File: src/hw/fclem_pkg.sv
package fclem_pkg;

  // ********************************************************
  // register map
  // ********************************************************
  localparam logic [11:0] FCLEM_OFF_CTRL    = 12'h000;
  localparam logic [11:0] FCLEM_OFF_LIMIT   = 12'h004;
  localparam logic [11:0] FCLEM_OFF_MULT    = 12'h008;
  localparam logic [11:0] FCLEM_OFF_MONSEL  = 12'h00C;
  localparam logic [11:0] FCLEM_OFF_IRQSTAT = 12'h010;
  localparam logic [11:0] FCLEM_OFF_IRQMASK = 12'h014;
  localparam logic [11:0] FCLEM_OFF_ERROR   = 12'h018;
  localparam logic [11:0] FCLEM_OFF_STATUS  = 12'h01C;

  // ********************************************************
  // field positions
  // ********************************************************
  localparam int FCLEM_CTRL_USE_LSB     = 0;
  localparam int FCLEM_CTRL_SPD_LSB     = 4;
  localparam int FCLEM_CTRL_RESTART_BIT = 8;
  localparam int FCLEM_MON2_LSB         = 8;
  localparam int FCLEM_IRQ_ALARM_BIT    = 0;
  localparam int FCLEM_IRQ_ROT_BIT      = 1;
  localparam int FCLEM_STAT_ALARM_BIT   = 0;
  localparam int FCLEM_STAT_SPD_LSB     = 4;
  localparam int FCLEM_STAT_EXT_BIT     = 8;

  // ********************************************************
  // ranges and reset values
  // ********************************************************
  localparam logic [31:0] FCLEM_LIMIT_MAX = 32'h4000_0000;
  localparam logic [31:0] FCLEM_LIMIT_RST = 32'h0000_03E8;
  localparam logic [6:0]  FCLEM_PCT_FULL  = 7'h64;
  localparam logic [6:0]  FCLEM_MULT_RST  = 7'h14;
  localparam logic [7:0]  FCLEM_MON_LOAD_ERR = 8'h07;
  localparam logic [7:0]  FCLEM_MON1_RST  = 8'h02;
  localparam logic [7:0]  FCLEM_MON2_RST  = 8'h00;
  localparam logic [3:0]  FCLEM_SPD_EXT   = 4'h1;
  localparam logic [3:0]  FCLEM_SPD_RST   = 4'h0;
  localparam logic [3:0]  FCLEM_USE_OFF   = 4'h0;
  localparam logic [3:0]  FCLEM_USE_RST   = 4'h0;
  localparam logic [15:0] FCLEM_MON_MAX   = 16'h7FFF;
  localparam logic [15:0] FCLEM_MON_MIN   = 16'h8000;

  // ********************************************************
  // carriers
  // ********************************************************
  typedef struct packed {
    logic        valid;
    logic [31:0] pos;
    logic [31:0] speed;
  } fclem_fb_t;

  typedef struct packed {
    logic [15:0] mon1;
    logic [15:0] mon2;
  } fclem_mon_t;

endpackage

File: src/hw/fclem_rot_atten.sv
`timescale 1ns/10ps

module fclem_rot_atten (
  // error carried out of the finished rotation
  input  wire logic [31:0] err_in,
  // multiplier in percent, 0 to 100
  input  wire logic [6:0]  mult,
  // error that the next rotation starts with
  output logic [31:0]      err_out
);
  import fclem_pkg::*;

  logic signed [39:0] prod;
  logic signed [39:0] quot;
  logic        [7:0]  keep;

  // keep (100 - m) percent; division truncates toward zero so a
  // small residue decays to exactly zero over a few rotations
  always_comb begin
    keep    = {1'b0, FCLEM_PCT_FULL} - {1'b0, mult};
    prod    = $signed({{8{err_in[31]}}, err_in}) * $signed({32'h0, keep});
    quot    = prod / $signed({33'h0, FCLEM_PCT_FULL});
    err_out = quot[31:0];
  end

endmodule // fclem_rot_atten

File: src/hw/fclem_top.sv
// The APB register port and the register addresses were left to the implementer.
`timescale 1ns/10ps

module fclem_top (
  // clock and reset
  input  wire logic                  pclk,
  input  wire logic                  presetn,
  // apb slave
  input  wire logic                  psel,
  input  wire logic                  penable,
  input  wire logic                  pwrite,
  input  wire logic [11:0]           paddr,
  input  wire logic [31:0]           pwdata,
  output logic      [31:0]           prdata,
  output logic                       pready,
  output logic                       pslverr,
  // feedback from the encoder front ends
  input  wire fclem_pkg::fclem_fb_t  motor_fb,
  input  wire fclem_pkg::fclem_fb_t  load_fb,
  input  wire logic                  rotation_pulse,
  // results
  output logic                       motor_load_overflow_alarm,
  output logic      [31:0]           speed_feedback,
  output logic                       speed_from_external,
  output fclem_pkg::fclem_mon_t      analog_mon,
  output logic                       irq
);
  import fclem_pkg::*;

  // ********************************************************
  // helpers
  // ********************************************************
  function automatic logic [31:0] clamp32(input logic [31:0] v, input logic [31:0] max);
    return (v > max) ? max : v;
  endfunction

  // one count is 0.01 V; beyond the converter range the output pins at full scale
  function automatic logic [15:0] sat16(input logic [31:0] v);
    if ($signed(v) > $signed({16'h0000, FCLEM_MON_MAX}))
      return FCLEM_MON_MAX;
    else if ($signed(v) < $signed({16'hFFFF, FCLEM_MON_MIN}))
      return FCLEM_MON_MIN;
    else
      return v[15:0];
  endfunction

  function automatic logic [15:0] mon_pick(input logic [7:0] sel, input logic [31:0] err);
    return (sel == FCLEM_MON_LOAD_ERR) ? sat16(err) : 16'h0000;
  endfunction

  // ********************************************************
  // state
  // ********************************************************
  logic [3:0]  use_digit_reg;
  logic [3:0]  spd_pend_reg;
  logic [3:0]  spd_act_reg;
  logic [31:0] limit_reg;
  logic [6:0]  mult_reg;
  logic [7:0]  mon1_sel_reg;
  logic [7:0]  mon2_sel_reg;
  logic [1:0]  irq_stat_reg;
  logic [1:0]  irq_mask_reg;
  logic [31:0] motor_pos_reg;
  logic [31:0] load_pos_reg;
  logic [31:0] offset_reg;
  logic [31:0] err_reg;
  logic        alarm_reg;
  logic [31:0] speed_reg;
  logic        ext_sel_reg;
  logic [15:0] mon1_reg;
  logic [15:0] mon2_reg;
  logic        ready_reg;
  logic [31:0] prdata_reg;

  logic        wr_fire;
  logic        access;
  logic        hit;
  logic [31:0] rdata_next;
  logic [31:0] limit_wr;
  logic [31:0] mult_wr;
  logic [31:0] raw_err;
  logic [31:0] eff_err;
  logic [31:0] err_abs;
  logic        alarm_next;
  logic [31:0] carried_err;
  logic        use_ext;
  logic [1:0]  irq_set;
  logic [1:0]  irq_clr;

  // ********************************************************
  // apb slave
  // ********************************************************
  // one wait state so that read data comes from a flip-flop
  assign access  = psel & penable;
  assign pready  = ready_reg;
  assign pslverr = ready_reg & ~hit;
  assign prdata  = prdata_reg;
  assign wr_fire = access & ready_reg & pwrite & hit;

  always_ff @(posedge pclk or negedge presetn) begin
    if (!presetn) begin
      ready_reg <= 1'b0;
    end else begin
      ready_reg <= access & ~ready_reg;
    end
  end

  always_comb begin
    hit        = 1'b1;
    rdata_next = 32'h0000_0000;
    unique case (paddr)
      FCLEM_OFF_CTRL: begin
        rdata_next[FCLEM_CTRL_USE_LSB +: 4] = use_digit_reg;
        rdata_next[FCLEM_CTRL_SPD_LSB +: 4] = spd_pend_reg;
      end
      FCLEM_OFF_LIMIT:   rdata_next = limit_reg;
      FCLEM_OFF_MULT:    rdata_next[6:0] = mult_reg;
      FCLEM_OFF_MONSEL: begin
        rdata_next[7:0] = mon1_sel_reg;
        rdata_next[FCLEM_MON2_LSB +: 8] = mon2_sel_reg;
      end
      FCLEM_OFF_IRQSTAT: rdata_next[1:0] = irq_stat_reg;
      FCLEM_OFF_IRQMASK: rdata_next[1:0] = irq_mask_reg;
      FCLEM_OFF_ERROR:   rdata_next = err_reg;
      FCLEM_OFF_STATUS: begin
        rdata_next[FCLEM_STAT_ALARM_BIT]    = alarm_reg;
        rdata_next[FCLEM_STAT_SPD_LSB +: 4] = spd_act_reg;
        rdata_next[FCLEM_STAT_EXT_BIT]      = ext_sel_reg;
      end
      default: hit = 1'b0;
    endcase
  end

  always_ff @(posedge pclk or negedge presetn) begin
    if (!presetn) begin
      prdata_reg <= 32'h0000_0000;
    end else if (access & ~ready_reg & ~pwrite) begin
      prdata_reg <= rdata_next;
    end
  end

  // ********************************************************
  // setup registers
  // ********************************************************
  // out-of-range writes clamp to the top of the range
  assign limit_wr = clamp32(pwdata, FCLEM_LIMIT_MAX);
  assign mult_wr  = clamp32(pwdata, {25'h0000000, FCLEM_PCT_FULL});

  always_ff @(posedge pclk or negedge presetn) begin
    if (!presetn) begin
      limit_reg <= FCLEM_LIMIT_RST;
      mult_reg  <= FCLEM_MULT_RST;
    end else if (wr_fire) begin
      if (paddr == FCLEM_OFF_LIMIT)
        limit_reg <= limit_wr;
      if (paddr == FCLEM_OFF_MULT)
        mult_reg <= mult_wr[6:0];
    end
  end

  always_ff @(posedge pclk or negedge presetn) begin
    if (!presetn) begin
      mon1_sel_reg <= FCLEM_MON1_RST;
      mon2_sel_reg <= FCLEM_MON2_RST;
    end else if (wr_fire && paddr == FCLEM_OFF_MONSEL) begin
      mon1_sel_reg <= pwdata[7:0];
      mon2_sel_reg <= pwdata[FCLEM_MON2_LSB +: 8];
    end
  end

  // the pending speed source is copied to the active one only on restart
  always_ff @(posedge pclk or negedge presetn) begin
    if (!presetn) begin
      use_digit_reg <= FCLEM_USE_RST;
      spd_pend_reg  <= FCLEM_SPD_RST;
      spd_act_reg   <= FCLEM_SPD_RST;
    end else if (wr_fire && paddr == FCLEM_OFF_CTRL) begin
      use_digit_reg <= pwdata[FCLEM_CTRL_USE_LSB +: 4];
      spd_pend_reg  <= pwdata[FCLEM_CTRL_SPD_LSB +: 4];
      if (pwdata[FCLEM_CTRL_RESTART_BIT])
        spd_act_reg <= pwdata[FCLEM_CTRL_SPD_LSB +: 4];
    end
  end

  // ********************************************************
  // position capture and error
  // ********************************************************
  always_ff @(posedge pclk or negedge presetn) begin
    if (!presetn) begin
      motor_pos_reg <= 32'h0000_0000;
      load_pos_reg  <= 32'h0000_0000;
    end else begin
      if (motor_fb.valid)
        motor_pos_reg <= motor_fb.pos;
      if (load_fb.valid)
        load_pos_reg <= load_fb.pos;
    end
  end

  // counters wrap, so the difference is taken modulo 2^32
  assign raw_err = motor_pos_reg - load_pos_reg;
  assign eff_err = raw_err - offset_reg;

  fclem_rot_atten u_atten (
    .err_in  (eff_err),
    .mult    (mult_reg),
    .err_out (carried_err)
  );

  // at a rotation boundary the offset is moved so that the effective
  // error equals the scaled error; at 0 percent the offset stays put
  always_ff @(posedge pclk or negedge presetn) begin
    if (!presetn) begin
      offset_reg <= 32'h0000_0000;
    end else if (rotation_pulse) begin
      offset_reg <= raw_err - carried_err;
    end
  end

  // ********************************************************
  // overflow alarm
  // ********************************************************
  assign err_abs    = eff_err[31] ? (~eff_err + 32'h0000_0001) : eff_err;
  assign alarm_next = (limit_reg != 32'h0000_0000) && (err_abs > limit_reg);

  // evaluated every cycle against the live limit
  always_ff @(posedge pclk or negedge presetn) begin
    if (!presetn) begin
      alarm_reg <= 1'b0;
      err_reg   <= 32'h0000_0000;
    end else begin
      alarm_reg <= alarm_next;
      err_reg   <= eff_err;
    end
  end

  assign motor_load_overflow_alarm = alarm_reg;

  // ********************************************************
  // analog monitor
  // ********************************************************
  always_ff @(posedge pclk or negedge presetn) begin
    if (!presetn) begin
      mon1_reg <= 16'h0000;
      mon2_reg <= 16'h0000;
    end else begin
      mon1_reg <= mon_pick(mon1_sel_reg, eff_err);
      mon2_reg <= mon_pick(mon2_sel_reg, eff_err);
    end
  end

  assign analog_mon.mon1 = mon1_reg;
  assign analog_mon.mon2 = mon2_reg;

  // ********************************************************
  // speed feedback
  // ********************************************************
  // without fully-closed operation the external speed is never used
  assign use_ext = (use_digit_reg != FCLEM_USE_OFF) && (spd_act_reg == FCLEM_SPD_EXT);

  always_ff @(posedge pclk or negedge presetn) begin
    if (!presetn) begin
      speed_reg   <= 32'h0000_0000;
      ext_sel_reg <= 1'b0;
    end else begin
      ext_sel_reg <= use_ext;
      speed_reg   <= use_ext ? load_fb.speed : motor_fb.speed;
    end
  end

  assign speed_feedback      = speed_reg;
  assign speed_from_external = ext_sel_reg;

  // ********************************************************
  // interrupts
  // ********************************************************
  assign irq_set[FCLEM_IRQ_ALARM_BIT] = alarm_next & ~alarm_reg;
  assign irq_set[FCLEM_IRQ_ROT_BIT]   = rotation_pulse;
  assign irq_clr = (wr_fire && paddr == FCLEM_OFF_IRQSTAT) ? pwdata[1:0] : 2'h0;

  // a new event wins over a clear in the same cycle
  always_ff @(posedge pclk or negedge presetn) begin
    if (!presetn) begin
      irq_stat_reg <= 2'h0;
    end else begin
      irq_stat_reg <= (irq_stat_reg & ~irq_clr) | irq_set;
    end
  end

  always_ff @(posedge pclk or negedge presetn) begin
    if (!presetn) begin
      irq_mask_reg <= 2'h0;
    end else if (wr_fire && paddr == FCLEM_OFF_IRQMASK) begin
      irq_mask_reg <= pwdata[1:0];
    end
  end

  assign irq = |(irq_stat_reg & irq_mask_reg);

endmodule // fclem_top

File: config.mk
export PLATFORM = sky130hd
export DESIGN_NAME = fclem_top
export DESIGN_NICKNAME = d
export VERILOG_FILES = /design/src/hw/fclem_pkg.sv /design/src/hw/fclem_rot_atten.sv /design/src/hw/fclem_top.sv
export SDC_FILE = /design/constraint.sdc
export NUM_CORES = 2
export LEC_CHECK = 0
export BUFFER_PORTS_ARGS = -buffer_cell sky130_fd_sc_hd__buf_2
export CORE_MARGIN = 8
export CORE_UTILIZATION = 60
export CTS_CLUSTER_DIAMETER = 40
export DETAILED_ROUTE_END_ITERATION = 8
export GPL_ROUTABILITY_DRIVEN = 0
export PLACE_DENSITY = 0.85
export SLEW_MARGIN = 20
export SYNTH_ARGS = -nofsm -noshare
export SYNTH_HDL_FRONTEND = slang
export SYNTH_HIERARCHICAL = 1
export SYNTH_SLANG_ARGS = --single-unit
export TNS_END_PERCENT = 30
File: constraint.sdc
create_clock -name pclk -period 57.8 [get_ports pclk]
set_input_delay 2.89 -clock pclk [delete_from_list [all_inputs] [get_ports pclk]]
set_output_delay 2.89 -clock pclk [all_outputs]
set_load 0.02 [all_outputs]
After elaboration in Yosys (flattened, before gate mapping)

Cells that the tools add are included.
Widths: inputs -> output; s select.

Bits in registers: 298
Bits of input ports: 180

$add $sub $neg: 5
Multipliers: 1
Divide/modulo/power cells: 1
$lt $le $gt $ge: 5
Equal/unequal tests: 10
Muxes and demuxes: 18
Bitwise operators: 17
Reductions and logical operators: 14

Operators by type and width:

| cell                  | count |
|---|---|
| $mux 32               | 3 |
| $sub 32x32->32        | 3 |
| $mux 16               | 4 |
| $eq 12x5->1 const B   | 4 |
| $div 40x8->40 const B | 1 |
| $mul 32x9->40         | 1 |
| $add 32x1->32 const B | 1 |
| $gt 32x16->1 const B  | 1 |
| $gt 32x31->1 const B  | 1 |
| $gt 32x32->1          | 1 |
| $gt 32x7->1 const B   | 1 |
| $lt 32x16->1 const B  | 1 |
| $not 32->32           | 1 |
| $pmux 16 s2           | 1 |
| $reduce_bool 32->1    | 1 |
| $eq 12x4->1 const B   | 2 |
| $pmux 7 s3            | 1 |
| $pmux 3 s6            | 1 |
| $eq 8x3->1 const B    | 2 |
| $eq 12x3->1 const B   | 1 |
| $logic_not 12->1      | 1 |
| $pmux 2 s5            | 1 |
| $and 1x1->1           | 8 |
| $pmux 1 s8            | 1 |
| other kinds (17)      | 28 |

Longest topological paths before layout

Word-level depth: 9
Gate-level depth with buffers: 146

By module

The synthesis kept the hierarchy.

Modules (own cells, without submodules):

| module          | times used | cells each | area each (um^2) | seq. area each (um^2) |
|---|---|---|---|---|
| fclem_rot_atten | 1          | 2442       | 18452.7          | 0.0 |
| fclem_top       | 1          | 1847       | 18143.7          | 7468.4 |

Worst setup path before layout

OpenSTA, ideal clock, no wires.

Path kind: register to register
Start point: register motor_pos_reg[0]
End point: register offset_reg[31]
Setup time: 0.135 ns
Arrival: 31.800 ns
Slack: 25.865 ns
Stages on the path, launching flop included: 137
Period minus slack after synthesis: 31.935 ns
Cells stage by stage: dfrtp_1 > inv_1 > ha_1 > inv_1 > fa_1 > a21o_1 > a21oi_1 > o21ai_0 > a21o_1 > a21boi_0 > o21ai_0 > a21o_1 > a21oi_1 > xnor2_1 > ha_1 > clkbuf_1 > a21oi_1 > o211a_1 > [101 not listed] > a311o_1 > ha_1 > nand2_1 > o21ai_1 > xnor2_1 > inv_1 > ha_1 > clkbuf_1 > a2111oi_0 > nand3_1 > nor2_1 > a21oi_1 > a311oi_1 > nor3_1 > a2111oi_0 > a21oi_1 > xnor2_1 > a21oi_1

Cells in the longest elaborated chain, start to end: 5

RTL lines:

| element                | RTL line              | RTL |
|---|---|---|
| from (decl)            | fclem_top.sv:63       | `logic [31:0] motor_pos_reg;` |
| from (signal assigned) | fclem_top.sv:194      | `motor_pos_reg <= motor_fb.pos;` |
| $sub 32x32->32         | fclem_top.sv:201      | `assign raw_err = motor_pos_reg - load_pos_reg;` |
| $sub 32x32->32         | fclem_top.sv:202      | `assign eff_err = raw_err - offset_reg;` |
| net eff_err[31]        | fclem_top.sv:82       | `logic [31:0] eff_err;` |
| $mul 32x9->40          | fclem_rot_atten.sv:21 | `prod = $signed({{8{err_in[31]}}, err_in}) * $signed({32'h0, keep});` |
| $div 40x8->40          | fclem_rot_atten.sv:22 | `quot = prod / $signed({33'h0, FCLEM_PCT_FULL});` |
| net carried_err[16]    | fclem_top.sv:85       | `logic [31:0] carried_err;` |
| $sub 32x32->32         | fclem_top.sv:216      | `offset_reg <= raw_err - carried_err;` |
| to (signal assigned)   | fclem_top.sv:216      |  |
| to (decl)              | fclem_top.sv:65       | `logic [31:0] offset_reg;` |

The timed path passes the listed nets, and every way through them passes these cells.
A chain may end at the register's enable or synchronous reset.

Worst setup path in the final report

Same ends and word-level chain as after synthesis.

==> impl_metrics.py <==
metrics = {
    "run_status": {
        "status": "complete, but fails checks",
        "violations": "design-rule violations",
    },
    "synth": {
        "synth_cell_types": 143,
        "syn-num-nets": 4876,
        "synthArstFlopShare": 1.00,
        "yosysSeqAreaShare": 0.204,
        "synth-edff-count": 0,
        "synthCells": 4289,
        "syn_area_sq_um": 36600,
        "ys.flop_type": "dfrtp_1",
        "avgSynthCellArea_sq_um": 8.53,
        "synth-seq-cells": 298,
        "synth_warnings": 6,
    },
    "grt": {
        "grt_pass1_vias": 34200,
        "grt_max_degree": 163,
        "grt_first_pass_wirelength_um": 175000,
        "global_route.overflow_total": 0,
        "antenna_found_initial": 4,
        "grt_usage": 0.299,
    },
    "timing": {
        "setup_viol": 0,
        "tns_ns": 0,
        "fin_crit_sh": 0.675,
        "worst_pin_slew_ns": 1.12,
        "fmax_mhz": 25.6,
        "clock_skew_ns": 0.0130,
        "finalHoldViolations": 0,
        "drv_slew": 0,
        "slew_headroom": 0.252,
        "rsz0062_at_grt": "false",
        "min_period_ns": 39.02,
    },
    "clocking": {
        "ctsResizeCount": 0,
        "clkLatencyLatePin_ns": 0.57,
        "tritoncts": "built",
        "clockBufferDepth": 3,
        "cts_num_sinks": 298,
        "cts_root_buffer": "clkbuf_16",
        "cts_hold_buf": 0,
        "cts_buffers": 30,
        "path_clk_slew_ns": 0.06,
        "cts_setup_buffers": 0,
        "h-tree-depth": 1,
    },
    "placement": {
        "portBuffers": 280,
        "dpl.hpwl_um": 82800,
    },
    "drt": {
        "met3_length_um": 9320,
        "met1Wirelength_um": 41700,
        "wl_met2_um": 51000,
        "wl_per_cell_um": 20.4,
        "wl_um": 108000,
        "drtIter0Drc": 3842,
        "drc_errors": 1,
        "vias": 34600,
        "via_per_inst": 6.54,
        "top_layer": "met5",
        "drt_pre_antenna_iters": 9,
        "postRouteAntennaNets": 0,
    },
    "layout": {
        "syn_to_final_growth_pct": 8.73,
        "layout_common_cells": "inv_1 (439), nand2_1 (358), dfrtp_1 (289), buf_2 (279), nor2_1 (266)",
        "seqCellArea_sq_um": 7470,
        "nFillCells": 4783,
        "multi_input_area_sq_um": 26900,
        "mostFrequentLayoutCell": "inv_1",
        "nets": 5068,
        "layout-drive-gt1-share": 0.148,
    },
    "setup_path": {
        "critPathMostFrequentCell": "a21oi_1",
        "start_kind": "flop",
        "critPathCapture": "offset_reg[31]",
        "cpMaxStageDelayCell": "a32oi_1",
        "critPathMaxStageDelay_ns": 0.93,
        "required_ns": 58.22,
        "r2r_slack_ns": 18.78,
        "rr_startpoint": "motor_pos_reg[0]",
        "rr_worst_depth": 126,
        "setup.worst_path.class": "flop to flop",
        "cp_max_fo": 55,
        "regToRegEndpoint": "offset_reg[31]",
        "crit_path_end_kind": "flop",
        "setup.worst_path.start": "motor_pos_reg[0]",
        "cp.arrival_ns": 39.45,
    },
    "die": {
        "die_h_um": 263,
        "start_util": 0.606,
        "io_pins": 281,
        "core-area_sq_um": 60400,
        "die_w_um": 263,
        "rows": 90,
        "die-area_sq_um": 69200,
    },
    "min_path": {
        "min_path_type": "flop to flop",
    },
    "flow_run": {
        "maxCapViolCount": 0,
    },
}
==> synthesized netlist by cell type, drive strengths merged, types with 53 or more instances <==
cell    instances  area [sq um]
inv           442          1660
nand2         359          1350
dfrtp         289          7230
nor2          269          1010
o21ai         244          1250
a21oi         221          1200
ha            208          2600
fa            199          3980
xnor2         178          1600
and2          140           876
mux2          122          1370
clkbuf        116           438
a21o           93           698
xor2           88           793
nor3           86           462
a211oi         85           743
nor2b          84           533
nand3          72           373
a31oi          67           455
nand4          59           375
nor4           53           429
==> final cells by class <==
| type | instances | share of cell area |
|---|---|---|
| clock inverter | 18 | 0.00572 |
| tap | 782 | 0.0246 |
| inverter | 442 | 0.0417 |
| clock buffer | 38 | 0.0209 |
| multi-input combinational | 3390 | 0.676 |
| antenna | 3 | 0.000189 |
| sequential | 298 | 0.188 |
| timing repair buffer | 319 | 0.0431 |
==> per-stage QoR <==
stage           util  hold slack [ns]  std cells  setup WS (ns)  cell area [sq um]
2_1_floorplan      -            0.449       4289          25.86              36600
3_3_place_gp   0.641            0.460       5231          21.33              38700
3_5_place_dp   0.641            0.469       5231          19.95              38700
4_1_cts        0.659            0.482       5287          19.78              39800
5_1_grt        0.659            0.515       5288          16.20              39800
6_report       0.659            0.480       5290          18.78              39800
==> cell families after synthesis <==
group | count (synthesis) | share of synthesized area
and+or+nand+nor | 1326 | 0.188
AOI/OAI and AO/OA | 1219 | 0.245
buffers and inverters | 601 | 0.0642
adders and majority gates | 417 | 0.183
DFF | 298 | 0.204
xor gates and xnor gates | 267 | 0.0660
muxes | 161 | 0.0492
==> critical path, delay by kind of cell, from the launching register on <==
| kind | cells | cell delay (ns) |
|---|---|---|
| XOR/XNOR | 11 | 3.91 |
| buffers and inverters | 10 | 1.62 |
| flip-flops | 1 | 0.35 |
| multiplexers | 5 | 2.04 |
| adder cells (fa/ha/maj) | 11 | 4.59 |
| AND/OR/NAND/NOR | 32 | 8.27 |
| AO/OA/AOI/OAI | 57 | 18.03 |
==> worst min-delay path by stage <==
stage                                from              end  slack [ns]  cells past startpoint
after floorplan            offset_reg[22]   offset_reg[22]        0.45                      2
after global placement          prdata[7]        prdata[7]        0.46                      2
after detailed placement   offset_reg[22]   offset_reg[22]        0.47                      2
after CTS                  offset_reg[22]   offset_reg[22]        0.48                      2
after global routing      spd_pend_reg[3]  spd_pend_reg[3]        0.51                      1
final                      offset_reg[22]   offset_reg[22]        0.48                      2
==> metal layers <==
metal / vias up / global-route usage
met4: 2 / 0.145
met3: 442 / 0.0525
met2: 1837 / 0.504
met1: 16500 / 0.369
li1: 15800 / -
met5: - / 0
Power is left out: the tool's default activity adds up to more than one toggle a clock period on the data nets, which glitch-free logic cannot reach.
